[config.mk]
export PLATFORM = sky130hd
export DESIGN_NAME = program_counter_and_pointers
export DESIGN_NICKNAME = d
export VERILOG_FILES = /design/src/rtl/pc_pkg.sv /design/src/rtl/skip_eval.sv /design/src/rtl/ptr_regfile.sv /design/src/rtl/program_counter_and_pointers.sv
export SDC_FILE = /design/constraint.sdc
export NUM_CORES = 1
export LEC_CHECK = 0
export BUFFER_PORTS_ARGS = -buffer_cell sky130_fd_sc_hd__buf_2
export CAP_MARGIN = 20
export CORE_UTILIZATION = 40
export DETAILED_ROUTE_END_ITERATION = 7
export GPL_ROUTABILITY_DRIVEN = 1
export PLACE_DENSITY = 0.72
export SLEW_MARGIN = 10
export SYNTH_ARGS = -nofsm -noshare
export SYNTH_HDL_FRONTEND = slang
export SYNTH_SLANG_ARGS = --single-unit
[constraint.sdc]
create_clock -name mclk -period 2.1 [get_ports mclk]
set_input_delay 0.21 -clock mclk [delete_from_list [all_inputs] [get_ports mclk]]
set_output_delay 0.21 -clock mclk [all_outputs]
set_load 0.03 [all_outputs]
[src/rtl/pc_pkg.sv]
// constants for the instruction address sequencer and pointer registers
// assumes a single core clock and a synchronous active-high reset
package pc_pkg;

  localparam int ADDR_W     = 11;
  localparam int HIGH_W     = 3;
  localparam int LOW_W      = 8;
  localparam int DATA_W     = 8;
  localparam int WORD_W     = 16;

  localparam logic [7:0] OFS_PTR_LOCATION = 8'h80;
  localparam logic [7:0] OFS_PTR_BANK     = 8'h81;
  localparam logic [7:0] OFS_LOOKUP_HIGH  = 8'h82;
  localparam logic [7:0] OFS_AUX_LOCATION = 8'h83;
  localparam logic [7:0] OFS_AUX_BANK     = 8'h84;
  localparam logic [7:0] OFS_ADDR_LOW     = 8'hCE;
  localparam logic [7:0] OFS_ADDR_HIGH    = 8'hCF;

  localparam logic [10:0] ADDR_RESET    = 11'h000;
  localparam logic [10:0] STEP_NORMAL   = 11'h001;
  localparam logic [10:0] STEP_SKIP     = 11'h002;
  localparam logic [7:0]  BYTE_ALL_ONES = 8'hFF;
  localparam logic [7:0]  BYTE_ONE      = 8'h01;
  localparam logic [7:0]  BYTE_ZERO     = 8'h00;
  localparam int          NUM_PTR_REGS  = 5;

  // operation presented by the decoder for the current instruction
  typedef enum logic [3:0] {
    op_none                 = 4'h0,
    jump_op                 = 4'h1,
    compare_skip_op         = 4'h2,
    inc_acc_skip_op         = 4'h3,
    inc_mem_skip_op         = 4'h4,
    dec_acc_skip_op         = 4'h5,
    dec_mem_skip_op         = 4'h6,
    bit_clear_skip_op       = 4'h7,
    bit_set_skip_op         = 4'h8,
    bank0_bit_clear_skip_op = 4'h9,
    bank0_bit_set_skip_op   = 4'hA,
    rom_lookup_op           = 4'hB,
    add_to_low_op           = 4'hC,
    adc_to_low_op           = 4'hD,
    bank0_add_op            = 4'hE,
    sub_to_low_op           = 4'hF
  } op_t;

  // sequencer phase: hold during reset, then run
  typedef enum logic [0:0] {
    seq_halt = 1'b0,
    seq_run  = 1'b1
  } seq_t;

endpackage

[src/rtl/skip_eval.sv]
// evaluates the skip condition of the conditional-skip instructions
// assumes operands come from the alu path in the same cycle
`timescale 1ns/1ns
`default_nettype none
module skip_eval
  import pc_pkg::*;
(
  input  wire op_t        op,
  input  wire logic [7:0] accumulator,
  input  wire logic [7:0] operand,
  input  wire logic [7:0] dest_old,
  input  wire logic       tested_bit,
  output logic            skip
);

  always_comb
  begin
    unique case (op)
      compare_skip_op:
        skip = (accumulator == operand);
      inc_acc_skip_op, inc_mem_skip_op:
        skip = (dest_old == BYTE_ALL_ONES);
      dec_acc_skip_op, dec_mem_skip_op:
        skip = (dest_old == BYTE_ONE);
      bit_clear_skip_op, bank0_bit_clear_skip_op:
        skip = (tested_bit == 1'b0);
      bit_set_skip_op, bank0_bit_set_skip_op:
        skip = (tested_bit == 1'b1);
      default:
        skip = 1'b0;
    endcase
  end

endmodule
`default_nettype wire

[src/rtl/ptr_regfile.sv]
// the five working and pointer bytes, written and read by offset
// assumes one write per cycle; no reset, contents start undefined
`timescale 1ns/1ns
`default_nettype none
module ptr_regfile
  import pc_pkg::*;
(
  input  wire logic       mclk,
  input  wire logic       wr_en,
  input  wire logic [7:0] wr_addr,
  input  wire logic [7:0] wr_data,
  input  wire logic       lookup_wr,
  input  wire logic [7:0] lookup_data,
  input  wire logic [7:0] rd_addr,
  output logic [7:0]      rd_data,
  output logic [7:0]      ptr_location,
  output logic [7:0]      ptr_bank,
  output logic [7:0]      aux_location,
  output logic [7:0]      aux_bank
);

  logic [7:0] regs [NUM_PTR_REGS];
  localparam logic [7:0] OFS_TABLE [NUM_PTR_REGS] = '{
    OFS_PTR_LOCATION, OFS_PTR_BANK, OFS_LOOKUP_HIGH, OFS_AUX_LOCATION, OFS_AUX_BANK};

  // no reset term: general bytes keep whatever they power up with
  genvar g;
  generate
    for (g = 0; g < NUM_PTR_REGS; g++)
    begin : g_reg
      always_ff @(posedge mclk)
      begin
        if (lookup_wr && OFS_TABLE[g] == OFS_LOOKUP_HIGH)
          regs[g] <= lookup_data;
        else if (wr_en && wr_addr == OFS_TABLE[g])
          regs[g] <= wr_data;
      end
    end
  endgenerate

  // plain select; the top registers the byte together with the counter parts
  always_comb
  begin
    rd_data = BYTE_ZERO;
    for (int i = 0; i < NUM_PTR_REGS; i++)
      if (rd_addr == OFS_TABLE[i])
        rd_data = regs[i];
  end

  assign ptr_location = regs[0];
  assign ptr_bank     = regs[1];
  assign aux_location = regs[3];
  assign aux_bank     = regs[4];

endmodule
`default_nettype wire

[src/rtl/program_counter_and_pointers.sv]
// instruction address sequencer with working and pointer registers
// assumes the decoder presents one operation per instruction on exec_en
//
// How it works
// 11-bit address: 3-bit high, 8-bit low part
// advance by one per executed instruction
// jump or call loads all eleven bits
// reset halts and clears address to zero
// true skip condition adds two
// bit test true when bit matches tested value
// compare skips when accumulator equals operand
// increment skips on wrap from FF to 00
// decrement skips on step from 01 to 00
// add into low byte carries into high
// subtract borrow leaves high part unchanged
// plain move into low keeps high part
// location/bank pair forms first indirect pointer
// auxiliary pair forms second indirect pointer
// auxiliary pair addresses rom lookup
// lookup: high byte to register, low to accumulator
// pointer bytes are not cleared by reset
`timescale 1ns/1ns
`default_nettype none
module program_counter_and_pointers
  import pc_pkg::*;
(
  input  wire logic        mclk,
  input  wire logic        reset,
  input  wire logic        exec_en,
  input  wire op_t         op,
  input  wire logic [10:0] jump_target,
  input  wire logic [7:0]  accumulator,
  input  wire logic [7:0]  operand,
  input  wire logic [7:0]  dest_old,
  input  wire logic        tested_bit,
  input  wire logic [7:0]  alu_result,
  input  wire logic        alu_carry,
  input  wire logic        reg_wr_en,
  input  wire logic [7:0]  reg_wr_addr,
  input  wire logic [7:0]  reg_wr_data,
  input  wire logic [7:0]  reg_rd_addr,
  input  wire logic [15:0] rom_word,
  output logic [10:0]      instr_addr,
  output logic [7:0]       reg_rd_data,
  output logic [15:0]      indirect_port_a,
  output logic [15:0]      indirect_port_b,
  output logic [10:0]      rom_lookup_addr,
  output logic             acc_load,
  output logic [7:0]       acc_load_data,
  output logic             running
);

  seq_t        seq_state;
  logic [2:0]  instr_addr_high;
  logic [7:0]  instr_addr_low;
  logic [10:0] next_instr_addr;
  logic        skip;
  logic        to_low;
  logic        lookup_now;
  logic [7:0]  pf_rd_data;
  logic [7:0]  ptr_location;
  logic [7:0]  ptr_bank;
  logic [7:0]  aux_location;
  logic [7:0]  aux_bank;

  // address as two separately written parts
  assign instr_addr_high = instr_addr[10:8];
  assign instr_addr_low  = instr_addr[7:0];

  skip_eval u_skip (
    .op          (op),
    .accumulator (accumulator),
    .operand     (operand),
    .dest_old    (dest_old),
    .tested_bit  (tested_bit),
    .skip        (skip)
  );

  assign lookup_now = exec_en && seq_state == seq_run && op == rom_lookup_op;

  ptr_regfile u_regs (
    .mclk         (mclk),
    .wr_en        (reg_wr_en),
    .wr_addr      (reg_wr_addr),
    .wr_data      (reg_wr_data),
    .lookup_wr    (lookup_now),
    .lookup_data  (rom_word[15:8]),
    .rd_addr      (reg_rd_addr),
    .rd_data      (pf_rd_data),
    .ptr_location (ptr_location),
    .ptr_bank     (ptr_bank),
    .aux_location (aux_location),
    .aux_bank     (aux_bank)
  );

  // a write of the low or high part by an instruction targets the counter
  assign to_low = reg_wr_en && reg_wr_addr == OFS_ADDR_LOW;

  always_comb
  begin
    next_instr_addr = instr_addr + STEP_NORMAL;
    if (op == jump_op)
      next_instr_addr = jump_target;
    else if (skip)
      next_instr_addr = instr_addr + STEP_SKIP;
    else if (to_low)
    begin
      unique case (op)
        add_to_low_op, adc_to_low_op, bank0_add_op:
          next_instr_addr = {instr_addr_high + {2'b00, alu_carry},
                             alu_result};
        sub_to_low_op:
          next_instr_addr = {instr_addr_high, alu_result};
        default:
          next_instr_addr = {instr_addr_high, reg_wr_data};
      endcase
    end
    else if (reg_wr_en && reg_wr_addr == OFS_ADDR_HIGH)
      next_instr_addr = {reg_wr_data[2:0], instr_addr_low};
  end

  // sequencer phase
  always_ff @(posedge mclk)
  begin
    if (reset)
      seq_state <= seq_halt;
    else
      seq_state <= seq_run;
  end

  // instruction address
  always_ff @(posedge mclk)
  begin
    if (reset)
      instr_addr <= ADDR_RESET;
    else if (seq_state == seq_run && exec_en)
      instr_addr <= next_instr_addr;
  end

  always_ff @(posedge mclk)
  begin
    if (reset)
      running <= 1'b0;
    else
      running <= (seq_state == seq_run);
  end

  // register readback, counter parts and pointer bytes
  always_ff @(posedge mclk)
  begin
    if (reg_rd_addr == OFS_ADDR_LOW)
      reg_rd_data <= instr_addr_low;
    else if (reg_rd_addr == OFS_ADDR_HIGH)
      reg_rd_data <= {5'b00000, instr_addr_high};
    else
      reg_rd_data <= pf_rd_data;
  end

  // pointer outputs
  always_ff @(posedge mclk)
  begin
    indirect_port_a <= {ptr_bank, ptr_location};
    indirect_port_b <= {aux_bank, aux_location};
    rom_lookup_addr <= {aux_bank[2:0], aux_location};
  end

  // lookup low byte goes to the accumulator
  always_ff @(posedge mclk)
  begin
    if (reset)
    begin
      acc_load      <= 1'b0;
      acc_load_data <= BYTE_ZERO;
    end
    else
    begin
      acc_load      <= lookup_now;
      acc_load_data <= rom_word[7:0];
    end
  end

endmodule
`default_nettype wire

==> impl_metrics.ini <==
[timing]
final_hold_viol_count = 0
finalSetupTns_ps = 0
fmax_mhz = 522
fin_crit_ps = 1920
timing.final.ws_setup_ps = 185
worst_clock_skew_ps = 9.51
rsz0062_at_grt = false
max-slew-margin-rel = 0.701
setup_viol = 0
period_share = 0.912
tightest_slew_ps = 448
slew_viol_final = 0

[setup_path]
required_ps = 2360
critical_path_class = reg -> reg
path_max_fanout = 5
worstRegToRegCells = 7
cp-start-kind = register
arrival_ps = 2180
critPathCaptureType = register

[logic_synthesis]
syn-mean-instance-area_um2 = 12.0
synthArstFlopShare = 0
ys_seq_area_frac = 0.543
ys_ff_latch = 102
synth_mux_area_frac = 0.0958
synth_compound_area_frac = 0.100
synth_cell_types = 59
synth_top_cell_area_share = 0.276
synth_edf_count = 40
synth_top_family_by_area = simple AND/OR/NAND/NOR gates
syn_area_um2 = 4490
synth_top_cells_by_area = dfxtp_1 28%, edfxtp_1 27%, mux4_2 4.0%
synthFlopType = dfxtp_1
yosys.area_share.simple = 0.148
synth_fa_ha_area_frac = 0.0111
yosys.area.top_type = dfxtp_1
yosysWarnings = 0
synthXorXnorAreaFrac = 0.0546
syn_nets = 470
synth_cells = 373

[placement]
port_buffers = 164
place_ws_ps = 6.36
dpl.hpwl_um = 8790
finalWeightedCongestion = 0.869
dp.cells = 668
place_area_um2 = 5510

[final_layout]
fin_area_um2 = 5670
antenna_cells = 0
nNetsFinal = 636
synthToLayoutAreaGrowth_pct = 26.2
drive_gt1_frac = 0.421
layout.cells.non_filler = 684

[global_routing]
grt_max_degree = 22
grt_pass1_vias = 3534
antenna_found_initial = 0
grt-ovfl-total = 0
grtUsageTotal = 0.201
grt_pass1_wl_um = 17400

[clocking]
clk_pin_slew_ps = 90
insertion_delay_ps = 370
ctsResizeCount = 0
cts.hold.buffers_added = 0
cts_tree = built
cts_max_path_buffers = 2
numClockSinks = 102
numCtsBuffers = 9
root_buffer = clkbuf_8
htreeDepth = 3
postCtsSetupRepairBufs = 0

[die]
die_h_um = 108
row_count = 38
ios = 165
core_um2 = 10900
start_util = 0.413
die_area_um2 = 11700
dieWidth_um = 108

[job]
maxCapViolCount = 0

[routing]
first_iter_violations = 210
viasPerCell = 5.22
vias = 3569
wire_per_inst_um = 16.5
drc = 0
dr.pass1.iters = 4
drt-total-wl_um = 11300
ant_nets = 0

[power]
clockPowerShare = 0.307
p_comb_frac = 0.113
pwr-share-seq = 0.580
power.switching_mw = 0.906
power_mw = 3.61
p_int_mw = 2.70
power.leakage_nw = 2.43
max-vdd-ir-drop_mv = 0.337
power_density_nw_per_um2 = 636
swShare = 0.251

[status]
run_status = finished clean

[min_path]
whs_path_depth = 2
worstHoldPathType = in -> reg
[area by class of cell]
cell class                 instances  area [um^2]
sequential                       102         2440
multi-input combinational        234         1860
clock inverter                     4         30.0
inverter                           4         15.0
clock buffer                      12          135
fill                             986         5220
timing repair buffer             188         1010
tap                              140          175
[final timing paths]
kind                                         start                 end  slack, ps
worst max register to register       instr_addr[1]       instr_addr[9]        180
worst min register to register  u_regs.regs[0][30]  rom_lookup_addr[6]        370
worst min-delay path                   rom_word[2]    acc_load_data[2]         50
worst max-delay path                 instr_addr[1]       instr_addr[9]        180
[state kept, by name (all words and copies together), names as in the netlist, 6 cells and up]
register / cells
rom_lookup_addr: 10
acc_load_data: 8
indirect_port_a: 16
u_regs.regs: 40
reg_rd_data: 8
indirect_port_b: 6
instr_addr: 11
[layout by cell type (no fill, tap or decap), types with 4 or more instances in the layout]
cell,n
buf_2,164
buf_4,23
nand2_1,11
mux2_2,8
dfxtp_1,62
a221o_1,5
edfxtp_1,40
nor4b_2,4
nor2b_1,19
nand2b_1,4
xnor2_1,17
a21oi_1,13
ha_1,4
a211oi_1,4
and3_1,5
o21ai_0,4
a221oi_1,5
nor2_1,21
nand3_1,12
clkbuf_8,9
or3_1,4
mux2i_1,16
nand4_1,6
xor2_1,11
mux4_2,8
nor3_1,10
[per-layer routing]
metal / up-vias / routed length, um / GRT usage
li1: 1720 / - / -
met1: 1697 / 4650 / 0.244
met2: 142 / 5790 / 0.348
met3: 10 / 757 / 0.0512
met4: 0 / 109 / 0.0636
met5: - / 0 / 0
[worst max-delay path, cell delays in order (launching register included)]
cell	delay [ps]
dfxtp_1	440
ha_1	270
nand3_1	180
nor3_1	300
xnor2_1	100
a21oi_1	180
nor2_1	60
o41ai_1	290
[synth_stat cells, types with 2 or more instances]
master	n
a221o_1	5
inv_1	3
nand3_1	12
a211oi_1	4
mux2i_1	16
mux4_2	8
mux2_2	8
buf_4	11
a21oi_1	13
nor2b_1	19
nor4b_1	3
a221oi_1	5
a32o_1	2
nand2b_1	4
o22ai_1	3
and4_1	2
o2111ai_1	2
dfxtp_1	62
and3_1	5
o211ai_1	3
nand2_1	11
buf_6	3
nor4_1	4
clkbuf_1	14
o21ai_0	4
nand4_1	6
o41ai_1	2
ha_1	4
or3_1	4
buf_2	4
edfxtp_1	40
o31ai_1	2
xnor2_1	17
xor2_1	11
nor4b_2	2
nor2_1	21
nor3_1	10
o41ai_2	3
[kinds of logic (layout without fill, tap and decap cells)]
| logic type | count (synthesis) | after routing |
|---|---|---|
| AOI/OAI and AO/OA | 56 | 56 |
| xor gates and xnor gates | 28 | 28 |
| adders and majority gates | 4 | 4 |
| buffers and inverters | 37 | 208 |
| DFF | 102 | 102 |
| muxes | 32 | 32 |
| and+or+nand+nor | 114 | 114 |
[metrics by stage]
| step | hold slack [ps] | utilization |
|---|---|---|
| after detailed placement | 353 | 0.506 |
| after global routing | 32.0 | 0.521 |
| after floorplan | 309 | - |
| after CTS | 31.2 | 0.521 |
| final | 50.6 | 0.521 |
| after global placement | 348 | 0.506 |
[power groups by stage]
stage	Clock, mW	Combinational, mW	Sequential, mW
3_3_place_gp	0	0.402	2.14
5_1_grt	1.21	0.446	2.10
3_5_place_dp	0	0.410	2.14
2_1_floorplan	0	0.184	2.17
6_report	1.11	0.410	2.09
4_1_cts	1.13	0.411	2.09
Power figures use the tool's default switching activity.
